## src/hw/dmh_defines.svh

```systemverilog
// Constants for the DMA bus master handshake block
`ifndef DMH_DEFINES_SVH
`define DMH_DEFINES_SVH

// Register byte offsets
`define DMH_CMD_OFS       8'h00
`define DMH_DCFG_OFS      8'h04
`define DMH_IMASK_OFS     8'h08
`define DMH_TCFG_OFS      8'h0c
`define DMH_RSAR_LO_OFS   8'h10
`define DMH_RSAR_HI_OFS   8'h14
`define DMH_DMAREQ_OFS    8'h18
`define DMH_STATUS_OFS    8'h1c

// Command register fields
`define DMH_CMD_STOP_BIT  0
`define DMH_CMD_START_BIT 1
// Data configuration fields
`define DMH_DCFG_LONG_BIT 3
// DMA request register fields
`define DMH_DREQ_WR_BIT   0
`define DMH_DREQ_CNT_LSB  8
`define DMH_DREQ_CNT_MSB  15

// Reset values
`define DMH_CMD_RST       8'h01
`define DMH_DCFG_RST      8'h00
`define DMH_IMASK_RST     8'h00
`define DMH_TCFG_RST      8'h00

// Timing
`define DMH_CLK_NS        100
`define DMH_RESET_NS      1000
`define DMH_RESET_CYC     ((`DMH_RESET_NS) / (`DMH_CLK_NS))
`define DMH_CYCLE_STATES  4

`endif

```

## src/hw/dmh_pkg.sv

```systemverilog
// Types shared by the DMA bus master handshake block
package dmh_pkg;
   // DMA memory cycle states
   typedef enum logic [2:0] {
      DMH_IDLE,
      DMH_T1,
      DMH_T2,
      DMH_T3,
      DMH_TW,
      DMH_T4
   } dmh_state_t;
endpackage : dmh_pkg

```

## src/hw/dmh_top.sv

```systemverilog
// DMA bus master handshake with AXI4-Lite register slave
// Functional notes
// - Sample wait input in t3 only
// - Long-address mode: pin strobes upper address
// - Upper strobe floats until grant received
// - Short mode: pin is remote port request
// - Port request is actively driven output
// - Pin floats until data config written
// - Request bus when FIFO needs service
// - Reset low enters reset at once
// - No packets until start bit set
// - Reset clears command, mask, config registers (command is loaded with 8'h01 here)
// - Reset completes within ten clocks
// - Cycle is t1..t4, one wait max
// - Read/write strobes float until grant
//
// The register addresses and register access over AXI4-Lite were chosen for this implementation.
`include "dmh_defines.svh"
module dmh_top (
   input  wire logic        aclk,
   input  wire logic        aresetn,
   // AXI4-Lite slave
   input  wire logic [7:0]  s_axi_awaddr,
   input  wire logic        s_axi_awvalid,
   output logic             s_axi_awready,
   input  wire logic [31:0] s_axi_wdata,
   input  wire logic [3:0]  s_axi_wstrb,
   input  wire logic        s_axi_wvalid,
   output logic             s_axi_wready,
   output logic [1:0]       s_axi_bresp,
   output logic             s_axi_bvalid,
   input  wire logic        s_axi_bready,
   input  wire logic [7:0]  s_axi_araddr,
   input  wire logic        s_axi_arvalid,
   output logic             s_axi_arready,
   output logic [31:0]      s_axi_rdata,
   output logic [1:0]       s_axi_rresp,
   output logic             s_axi_rvalid,
   input  wire logic        s_axi_rready,
   // Local bus pins
   input  wire logic        bus_grant_in,
   input  wire logic        wait_in,
   output logic             bus_request_out,
   output logic             master_read_strobe_n_o,
   output logic             master_read_strobe_oe,
   output logic             master_write_strobe_n_o,
   output logic             master_write_strobe_oe,
   output logic             shared_pin_o,
   output logic             shared_pin_oe,
   output logic [15:0]      upper_addr_o,
   // FIFO side
   input  wire logic        fifo_service_req,
   input  wire logic        fifo_service_wr,
   output logic             fifo_cycle_done,
   output logic             nic_running
);
   // Synchronised pins
   logic grant_s;           // Grant after two flops
   logic wait_s;            // Wait after two flops

   dmh_sync u_sync_grant (
      .aclk    (aclk),
      .aresetn (aresetn),
      .din     (bus_grant_in),
      .dout    (grant_s)
   );
   dmh_sync u_sync_wait (
      .aclk    (aclk),
      .aresetn (aresetn),
      .din     (wait_in),
      .dout    (wait_s)
   );

   // Registers
   logic [7:0]  cmd_ff;          // Command
   logic [7:0]  dcfg_ff;         // Data configuration
   logic [7:0]  imask_ff;        // Interrupt mask
   logic [7:0]  tcfg_ff;         // Transmit configuration
   logic [15:0] rsar_lo_ff;      // Remote start address low
   logic [15:0] rsar_hi_ff;      // Remote start address high
   logic        dcfg_written_ff; // Config programmed since reset
   logic        rem_wr_ff;       // Remote direction, 1 = write
   logic [7:0]  rem_cnt_ff;      // Remote single operations left
   logic [3:0]  rst_cnt_ff;      // Reset completion counter
   logic        strobe_ff;       // Upper strobe pulse in t1
   logic        cycle_wr_ff;     // Direction of current cycle
   logic        cycle_rem_ff;    // Current cycle is remote

   // Reset is held until the counter counts down to zero, so the
   // block is fully quiet within the ten-clock budget.
   wire rst_active = !aresetn || (rst_cnt_ff != 4'h0);

   // Reset completion counter
   always_ff @(posedge aclk) begin
      if (!aresetn) begin
         rst_cnt_ff <= 4'(`DMH_RESET_CYC - 2);
      end else if (rst_cnt_ff != 4'h0) begin
         rst_cnt_ff <= rst_cnt_ff - 4'h1;
      end
   end

   // Mode decode
   wire long_addr  = dcfg_ff[`DMH_DCFG_LONG_BIT];
   wire started    = cmd_ff[`DMH_CMD_START_BIT] && !rst_active;
   wire rem_pend   = (rem_cnt_ff != 8'h00) && started;

   // AXI write channel: take address and data in either order, write once both held
   logic bvalid_ff;
   logic awtaken_ff;
   logic wtaken_ff;
   logic [7:0]  awaddr_ff;
   logic [31:0] wdata_ff;
   logic [3:0]  wstrb_ff;
   assign s_axi_awready = !awtaken_ff && !bvalid_ff && !rst_active;
   assign s_axi_wready  = !wtaken_ff && !bvalid_ff && !rst_active;
   wire aw_hs  = s_axi_awvalid && s_axi_awready;
   wire w_hs   = s_axi_wvalid && s_axi_wready;
   wire aw_ok  = awtaken_ff || aw_hs;
   wire w_ok   = wtaken_ff || w_hs;
   wire do_wr  = aw_ok && w_ok && !bvalid_ff;
   wire [7:0]  wr_addr = aw_hs ? s_axi_awaddr : awaddr_ff;
   wire [31:0] wr_data = w_hs ? s_axi_wdata : wdata_ff;
   wire [3:0]  wr_strb = w_hs ? s_axi_wstrb : wstrb_ff;
   wire wr_map = (wr_addr[7:5] == 3'h0) && (wr_addr[1:0] == 2'h0);

   // Write handshake state
   always_ff @(posedge aclk) begin
      if (rst_active) begin
         bvalid_ff  <= 1'b0;
         awtaken_ff <= 1'b0;
         wtaken_ff  <= 1'b0;
         awaddr_ff  <= 8'h00;
         wdata_ff   <= 32'h0;
         wstrb_ff   <= 4'h0;
         s_axi_bresp <= 2'h0;
      end else begin
         if (aw_hs) begin
            awaddr_ff <= s_axi_awaddr;
         end
         if (w_hs) begin
            wdata_ff <= s_axi_wdata;
            wstrb_ff <= s_axi_wstrb;
         end
         if (do_wr) begin
            awtaken_ff  <= 1'b0;
            wtaken_ff   <= 1'b0;
            bvalid_ff   <= 1'b1;
            s_axi_bresp <= wr_map ? 2'h0 : 2'h2;   // Unmapped gives SLVERR
         end else begin
            awtaken_ff <= aw_ok;
            wtaken_ff  <= w_ok;
            if (s_axi_bready) begin
               bvalid_ff <= 1'b0;
            end
         end
      end
   end
   assign s_axi_bvalid = bvalid_ff;

   wire wr_cmd   = do_wr && wr_strb[0] && (wr_addr == `DMH_CMD_OFS);
   wire wr_dcfg  = do_wr && wr_strb[0] && (wr_addr == `DMH_DCFG_OFS);
   wire wr_imask = do_wr && wr_strb[0] && (wr_addr == `DMH_IMASK_OFS);
   wire wr_tcfg  = do_wr && wr_strb[0] && (wr_addr == `DMH_TCFG_OFS);
   wire wr_rlo   = do_wr && (wr_addr == `DMH_RSAR_LO_OFS);
   wire wr_rhi   = do_wr && (wr_addr == `DMH_RSAR_HI_OFS);
   wire wr_dreq  = do_wr && (wr_addr == `DMH_DMAREQ_OFS);

   // Cycle sequencer
   dmh_pkg::dmh_state_t cyc_state;
   logic cyc_busy;
   logic cyc_done;
   // FIFO service has priority over remote operations
   wire  want_cycle = (fifo_service_req && started) || rem_pend;
   wire  cyc_start  = want_cycle && !cyc_busy;

   dmh_cycle u_cycle (
      .aclk       (aclk),
      .rst_active (rst_active),
      .start      (cyc_start),
      .grant      (grant_s),
      .wait_req   (wait_s),
      .busy       (cyc_busy),
      .done       (cyc_done),
      .state      (cyc_state)
   );

   // Control registers, set to their reset values by reset (command gets 8'h01)
   always_ff @(posedge aclk) begin
      if (rst_active) begin
         cmd_ff          <= `DMH_CMD_RST;
         dcfg_ff         <= `DMH_DCFG_RST;
         imask_ff        <= `DMH_IMASK_RST;
         tcfg_ff         <= `DMH_TCFG_RST;
         dcfg_written_ff <= 1'b0;
      end else begin
         if (wr_cmd) begin
            cmd_ff <= wr_data[7:0];
         end
         if (wr_dcfg) begin
            dcfg_ff         <= wr_data[7:0];
            dcfg_written_ff <= 1'b1;
         end
         if (wr_imask) begin
            imask_ff <= wr_data[7:0];
         end
         if (wr_tcfg) begin
            tcfg_ff <= wr_data[7:0];
         end
      end
   end

   // Remote address registers; aresetn clears them, the reset counter does not
   always_ff @(posedge aclk) begin
      if (!aresetn) begin
         rsar_lo_ff <= 16'h0;
         rsar_hi_ff <= 16'h0;
      end else begin
         if (wr_rlo) begin
            rsar_lo_ff <= wr_data[15:0];
         end
         if (wr_rhi) begin
            rsar_hi_ff <= wr_data[15:0];
         end
      end
   end

   // Remote request count; a finishing remote cycle and a new write
   // may coincide, the write wins since it restarts the count
   always_ff @(posedge aclk) begin
      if (rst_active) begin
         rem_cnt_ff <= 8'h00;
         rem_wr_ff  <= 1'b0;
      end else if (wr_dreq) begin
         rem_cnt_ff <= wr_data[`DMH_DREQ_CNT_MSB:`DMH_DREQ_CNT_LSB];
         rem_wr_ff  <= wr_data[`DMH_DREQ_WR_BIT];
      end else if (cyc_done && cycle_rem_ff) begin
         rem_cnt_ff <= rem_cnt_ff - 8'h01;
      end
   end

   // Per-cycle attributes latched at start
   always_ff @(posedge aclk) begin
      if (rst_active) begin
         cycle_wr_ff  <= 1'b0;
         cycle_rem_ff <= 1'b0;
         strobe_ff    <= 1'b0;
      end else begin
         if (cyc_start && grant_s) begin
            cycle_rem_ff <= !(fifo_service_req && started);
            cycle_wr_ff  <= (fifo_service_req && started) ? fifo_service_wr : rem_wr_ff;
         end
         // Upper strobe high during t1 only
         strobe_ff <= (cyc_state == dmh_pkg::DMH_IDLE) && cyc_start && grant_s;
      end
   end

   // Bus request: held while work waits or a cycle runs
   logic bus_req_ff;
   always_ff @(posedge aclk) begin
      if (rst_active) begin
         bus_req_ff <= 1'b0;
      end else begin
         bus_req_ff <= want_cycle || (cyc_busy && !cyc_done);
      end
   end
   assign bus_request_out = bus_req_ff;

   // Strobes decoded in t2, t3, tw; registered, so active in t3, tw, t4
   wire in_data = (cyc_state == dmh_pkg::DMH_T2) || (cyc_state == dmh_pkg::DMH_T3)
                  || (cyc_state == dmh_pkg::DMH_TW);
   logic rd_n_ff;
   logic wr_n_ff;
   logic port_req_ff;
   always_ff @(posedge aclk) begin
      if (rst_active) begin
         rd_n_ff     <= 1'b1;
         wr_n_ff     <= 1'b1;
         port_req_ff <= 1'b0;
      end else begin
         rd_n_ff     <= !(in_data && !cycle_wr_ff);
         wr_n_ff     <= !(in_data && cycle_wr_ff);
         port_req_ff <= rem_pend && !cyc_busy;
      end
   end
   // Strobes drive only while granted; released when grant drops
   assign master_read_strobe_n_o  = rd_n_ff;
   assign master_write_strobe_n_o = wr_n_ff;
   assign master_read_strobe_oe   = grant_s;
   assign master_write_strobe_oe  = grant_s;

   // Shared pin: strobe in long mode, port request otherwise
   assign shared_pin_o  = long_addr ? strobe_ff : port_req_ff;
   // Long mode floats until grant; short mode driven once config written
   assign shared_pin_oe = dcfg_written_ff && (long_addr ? grant_s : 1'b1);

   // Upper address bits from the remote start address pair
   logic [15:0] upper_ff;
   always_ff @(posedge aclk) begin
      if (!aresetn) begin
         upper_ff <= 16'h0;
      end else begin
         // Low register gives bits 23:16, high register bits 31:24
         upper_ff <= long_addr ? {rsar_hi_ff[7:0], rsar_lo_ff[7:0]} : 16'h0;
      end
   end
   assign upper_addr_o    = upper_ff;
   assign fifo_cycle_done = cyc_done && !cycle_rem_ff;
   assign nic_running     = started;

   // Read channel
   logic rvalid_ff;
   assign s_axi_arready = !rvalid_ff && !rst_active;
   wire ar_hs = s_axi_arvalid && s_axi_arready;
   wire [31:0] status_w = {20'h0, rem_cnt_ff[3:0], 1'b0, cyc_state, bus_req_ff,
                           grant_s, dcfg_written_ff, cyc_busy};
   logic [31:0] rd_mux;
   logic        rd_ok;
   always_comb begin
      rd_ok = 1'b1;
      unique case (s_axi_araddr)
         `DMH_CMD_OFS:     rd_mux = {24'h0, cmd_ff};
         `DMH_DCFG_OFS:    rd_mux = {24'h0, dcfg_ff};
         `DMH_IMASK_OFS:   rd_mux = {24'h0, imask_ff};
         `DMH_TCFG_OFS:    rd_mux = {24'h0, tcfg_ff};
         `DMH_RSAR_LO_OFS: rd_mux = {16'h0, rsar_lo_ff};
         `DMH_RSAR_HI_OFS: rd_mux = {16'h0, rsar_hi_ff};
         `DMH_DMAREQ_OFS:  rd_mux = {16'h0, rem_cnt_ff, 7'h0, rem_wr_ff};
         `DMH_STATUS_OFS:  rd_mux = status_w;
         default: begin
            rd_mux = 32'h0;
            rd_ok  = 1'b0;
         end
      endcase
   end

   // Read data register
   always_ff @(posedge aclk) begin
      if (rst_active) begin
         rvalid_ff   <= 1'b0;
         s_axi_rdata <= 32'h0;
         s_axi_rresp <= 2'h0;
      end else if (ar_hs) begin
         rvalid_ff   <= 1'b1;
         s_axi_rdata <= rd_mux;
         s_axi_rresp <= rd_ok ? 2'h0 : 2'h2;
      end else if (s_axi_rready) begin
         rvalid_ff <= 1'b0;
      end
   end
   assign s_axi_rvalid = rvalid_ff;
endmodule : dmh_top

```

## src/hw/dmh_sync.sv

```systemverilog
// Two-stage synchroniser for one asynchronous input
module dmh_sync (
   input  wire logic aclk,
   input  wire logic aresetn,
   input  wire logic din,
   output logic      dout
);
   logic meta_ff;   // First stage, read only by second stage

   // Two flops in series
   always_ff @(posedge aclk) begin
      if (!aresetn) begin
         meta_ff <= 1'b0;
         dout    <= 1'b0;
      end else begin
         meta_ff <= din;
         dout    <= meta_ff;
      end
   end
endmodule : dmh_sync

```

## src/hw/dmh_cycle.sv

```systemverilog
// DMA memory cycle sequencer: t1..t4 with one optional wait state
module dmh_cycle (
   input  wire logic aclk,
   input  wire logic rst_active,
   input  wire logic start,
   input  wire logic grant,
   input  wire logic wait_req,
   output logic      busy,
   output logic      done,
   output dmh_pkg::dmh_state_t state
);
   dmh_pkg::dmh_state_t nxt_state;   // Next state

   // Next-state decode
   always_comb begin
      nxt_state = state;
      unique case (state)
         dmh_pkg::DMH_IDLE: begin
            if (start && grant) begin
               nxt_state = dmh_pkg::DMH_T1;
            end
         end
         dmh_pkg::DMH_T1: nxt_state = dmh_pkg::DMH_T2;
         dmh_pkg::DMH_T2: nxt_state = dmh_pkg::DMH_T3;
         dmh_pkg::DMH_T3: begin
            // Wait sampled only here
            nxt_state = wait_req ? dmh_pkg::DMH_TW : dmh_pkg::DMH_T4;
         end
         dmh_pkg::DMH_TW: nxt_state = dmh_pkg::DMH_T4;
         dmh_pkg::DMH_T4: nxt_state = dmh_pkg::DMH_IDLE;
         default:         nxt_state = dmh_pkg::DMH_IDLE;
      endcase
   end

   // State register
   always_ff @(posedge aclk) begin
      if (rst_active) begin
         state <= dmh_pkg::DMH_IDLE;
      end else begin
         state <= nxt_state;
      end
   end

   assign busy = (state != dmh_pkg::DMH_IDLE);
   assign done = (state == dmh_pkg::DMH_T4);
endmodule : dmh_cycle

```

## config.mk

```make
export PLATFORM = sky130hd
export DESIGN_NAME = dmh_top
export DESIGN_NICKNAME = d
export VERILOG_FILES = /design/src/hw/dmh_pkg.sv /design/src/hw/dmh_top.sv /design/src/hw/dmh_sync.sv /design/src/hw/dmh_cycle.sv
export VERILOG_INCLUDE_DIRS = /design/src /design/src/hw
export SDC_FILE = /design/constraint.sdc
export NUM_CORES = 1
export LEC_CHECK = 0
export BUFFER_PORTS_ARGS = -buffer_cell sky130_fd_sc_hd__buf_2
export CAP_MARGIN = 20
export CORE_AREA = 2 2 115 117
export CTS_CLUSTER_SIZE = 30
export DETAILED_ROUTE_END_ITERATION = 10
export DIE_AREA = 0 0 117 119
export HOLD_SLACK_MARGIN = 0.1
export PLACE_DENSITY_LB_ADDON = 0.12
export SLEW_MARGIN = 30
export SYNTH_ARGS = -nofsm -noshare
export SYNTH_HDL_FRONTEND = slang
export SYNTH_SLANG_ARGS = --single-unit
```

## constraint.sdc

```tcl
create_clock -name aclk -period 2.5 [get_ports aclk]
set_input_delay 0.5 -clock aclk [delete_from_list [all_inputs] [get_ports aclk]]
set_output_delay 0.5 -clock aclk [all_outputs]
set_load 0.03 [all_outputs]
```

==> key figures <==
Outcome
  – Status: completed

Global route
  – Largest net degree at the start of global routing: 65
  – Antenna violations before repair: 0
  – First-pass GRT wire length: 26420 µm
  – Number of global-route vias before repair: 5242
  – Total global-route track usage: 0.2462
  – Grt ovf: 0

Final layout
  – Fin area: 0.008229 mm²
  – N_diodes: 0
  – Fillers: 1120
  – Fin nets: 932
  – Ratio of cells with drive above 1 in the final layout: 0.2295
  – Area growth, synth to finish: 17.30%

Flow run
  – MaxCap Viol Count: 0

Clock network
  – Root buffer cell: clkbuf_16
  – Clk buf depth: 2
  – Clock slew at reported path FFs: 0.06 ns
  – CTS sink count: 155
  – CTS tree: yes
  – H-tree depth: 4
  – Total CTS buffers: 17
  – Cts-stage hold buffer count: 0
  – Clock latency at the later pin of the worst-skew pair: 0.42 ns

STA
  – Fin. Hold Viols: 0
  – Final Setup Violations: 0
  – RSZ-0062 raised after global routing: no
  – Setup Skew: 0.006124 ns
  – F_max: 420.5 MHz
  – Tcrit/Tclk final: 0.9513
  – Slew Limit Headroom: 0.5297
  – Max-slew violations: 0
  – Worst-margin pin slew: 0.6990 ns
  – Min Tclk post-route: 2.378 ns

Worst setup path
  – CP Cell Sequence: inv_1 -> ha_4 -> and4bb_4 -> buf_4 -> and2_2 -> clkbuf_4
  – Req. time, crit path: 2.00 ns
  – Worst-path fanout max: 6
  – Crit-path leading delay family: simple AND/OR/NAND/NOR gates
  – Kind of critical path: flop to primary output
  – WP buf/inv: 3
  – Slowest cell on crit path: dfxtp_1
  – Crit-path max cell delay: 0.32 ns
  – Crit end category: primary output
  – Setup crit start kind: flop
  – WP data arrival: 1.88 ns

Logic synthesis
  – Post-synth EDFFs: 0
  – Avg Cell Area, Syn: 9.076 µm²
  – Post-synth top flop: dfxtp_1
  – Ys async rst share: 0
  – Distinct cells, synth: 67
  – Sequential area share after synthesis: 0.4423
  – Cells after synthesis: 773
  – Cell area after synthesis: 0.007015 mm²
  – FF+latch count, synth: 155
  – Yosys Warn Count: 0

Power
  – VDD IR max: 0.4451 mV
  – Total Power: 0.005627 W
  – Pwr Density: 683.8 mW/mm²
  – Leak: 3.800 nW

Floorplanning
  – Core footprint: 0.01287 mm²
  – Initial Utilization: 0.5449
  – IO Pins: 129
  – Die H: 119 µm
  – Die Wd: 117 µm
  – Die area: 0.01392 mm²
  – Row count: 42

Detailed routing
  – Pre-Repair DR Iteration Count: 5
  – Post-Route WL: 17020 µm
  – Vias: 5680
  – WL/cell: 16.18 µm
  – ANT nets after route: 0
  – DRC Markers: 0
  – Via density per instance: 5.399
  – Iteration-0 DRC Markers: 361

Placement
  – Placed Area: 0.007619 mm²
  – Port Buffers: 91
  – DP Wirelength: 12430 µm
  – GPL Wtd Cong: 0.8836

Min path
  – Worst min path class: input port to flop
-- cell usage after synthesis (3+ instances only) --
cell         n  area share
nand2_1    173       0.093
dfxtp_1    155        0.44
mux2i_1     77        0.11
a21oi_1     34       0.024
clkbuf_1    31       0.017
nor2_1      31       0.017
and3_1      22       0.020
buf_4       21       0.022
inv_1       21       0.011
mux2_2      21       0.034
o21ai_0     18       0.013
nor3_1      12      0.0086
buf_2        9      0.0064
nand3_1      9      0.0064
and2_1       8      0.0071
a22oi_1      7      0.0075
mux2_4       7       0.015
nand2b_1     7      0.0062
xor2_1       7      0.0087
nor2b_1      6      0.0054
a211oi_1     5      0.0054
a32o_1       5      0.0071
buf_1        5      0.0027
o211ai_1     5      0.0054
ha_1         4      0.0071
nor4_1       4      0.0036
o2bb2ai_1    4      0.0050
a22o_1       3      0.0037
buf_6        3      0.0048
nand4_1      3      0.0027
nand4b_1     3      0.0037
o22ai_1      3      0.0027
or3_1        3      0.0027
-- cell usage in the layout (no fill, tap or decap), drive strengths merged, types with 6 or more instances in the layout --
cell type  count
a21oi         34
a22oi          7
a32o           6
and2           8
and3          22
buf          124
clkbuf        19
clkinv         7
conb          18
dfxtp        155
inv           21
mux2          30
mux2i         77
nand2        175
nand2b         7
nand3         10
nor2          31
nor2b          6
nor3          12
o211ai         6
o21ai         20
xor2           7
-- repair_timing --
action,CTS,global route
endpoints found under the hold margin,0,0
gates resized for setup,3,3
endpoints found under the setup margin,4,3
setup buffers,0,5
pin swaps,0,0
-- final timing paths --
kind	start	end	slack, ns	depth (start not counted)
setup / recovery	rst_cnt_ff[0]	nic_running	0.12	6
hold / removal	s_axi_rready	s_axi_rvalid	0.26	2
setup reg to reg	rst_cnt_ff[0]	tcfg_ff[4]	0.33	9
hold reg to reg	cycle_wr_ff	master_write_strobe_n_o	0.39	1
-- routing by layer --
metal | track usage | routed length (µm) | up-vias | share of wire
li1 | - | - | 2821 | -
met4 | 0.09779 | 449 | 0 | 0.026
met5 | 0 | 0 | - | 0
met2 | 0.3764 | 7790 | 180 | 0.46
met3 | 0.04936 | 987 | 35 | 0.058
met1 | 0.3404 | 7792 | 2644 | 0.46
-- kinds of logic after synthesis --
family                     Yosys count  synth area share
and+or+nand+nor                    301            0.2028
DFF                                155            0.4423
muxes                              109            0.1682
AOI/OAI and AO/OA                  104            0.1036
buffers and inverters               90           0.06421
xor gates and xnor gates             9           0.01124
adders and majority gates            4          0.007134
other                                1         0.0005345
-- state kept, by name, indices dropped and copies added, names as in the netlist, 3 cells and up --
| signal | count |
|---|---|
| rsar_hi_ff | 16 |
| rsar_lo_ff | 16 |
| s_axi_rdata | 16 |
| upper_addr_o | 16 |
| wdata_ff | 16 |
| awaddr_ff | 8 |
| cmd_ff | 8 |
| dcfg_ff | 8 |
| imask_ff | 8 |
| rem_cnt_ff | 8 |
| tcfg_ff | 8 |
| rst_cnt_ff | 4 |
| u_cycle.state | 3 |
-- stage by stage --
stage                     setup WS, ns  hold WS, ns  setup TNS (ns)    util  std cells
after floorplan               -0.05078       0.3662         -0.1016       -        790
after global placement          0.1630       0.3800               0  0.5917       1017
after detailed placement        0.1146       0.3954               0  0.5917       1017
after CTS                      0.03366       0.2505               0  0.6352       1047
after global routing           0.02804       0.2596               0  0.6392       1052
final                           0.1217       0.2615               0  0.6392       1052
-- report_power, final --
part / internal [W] / total, W / switching [W] / leakage (nW)
Clock: 0.00137 / 0.00235 / 0.000979 / 0.259
Combinational: 0.000268 / 0.000699 / 0.000431 / 2.29
Sequential: 0.00252 / 0.00258 / 0.0000506 / 1.25
Total: 0.00417 / 0.00563 / 0.00146 / 3.80
-- layout make-up --
cell class,instances,area [µm²],share of cell area
Clock buffer,18,439.2,0.05337
Clock inverter,12,102.6,0.01247
Inverter,21,78.83,0.009579
Multi-Input combinational cell,545,3560,0.4326
Sequential cell,155,3103,0.3771
Tap cell,176,220.2,0.02676
Timing Repair Buffer,125,725.7,0.08819
Note: power is estimated with default switching activity, not from simulation.
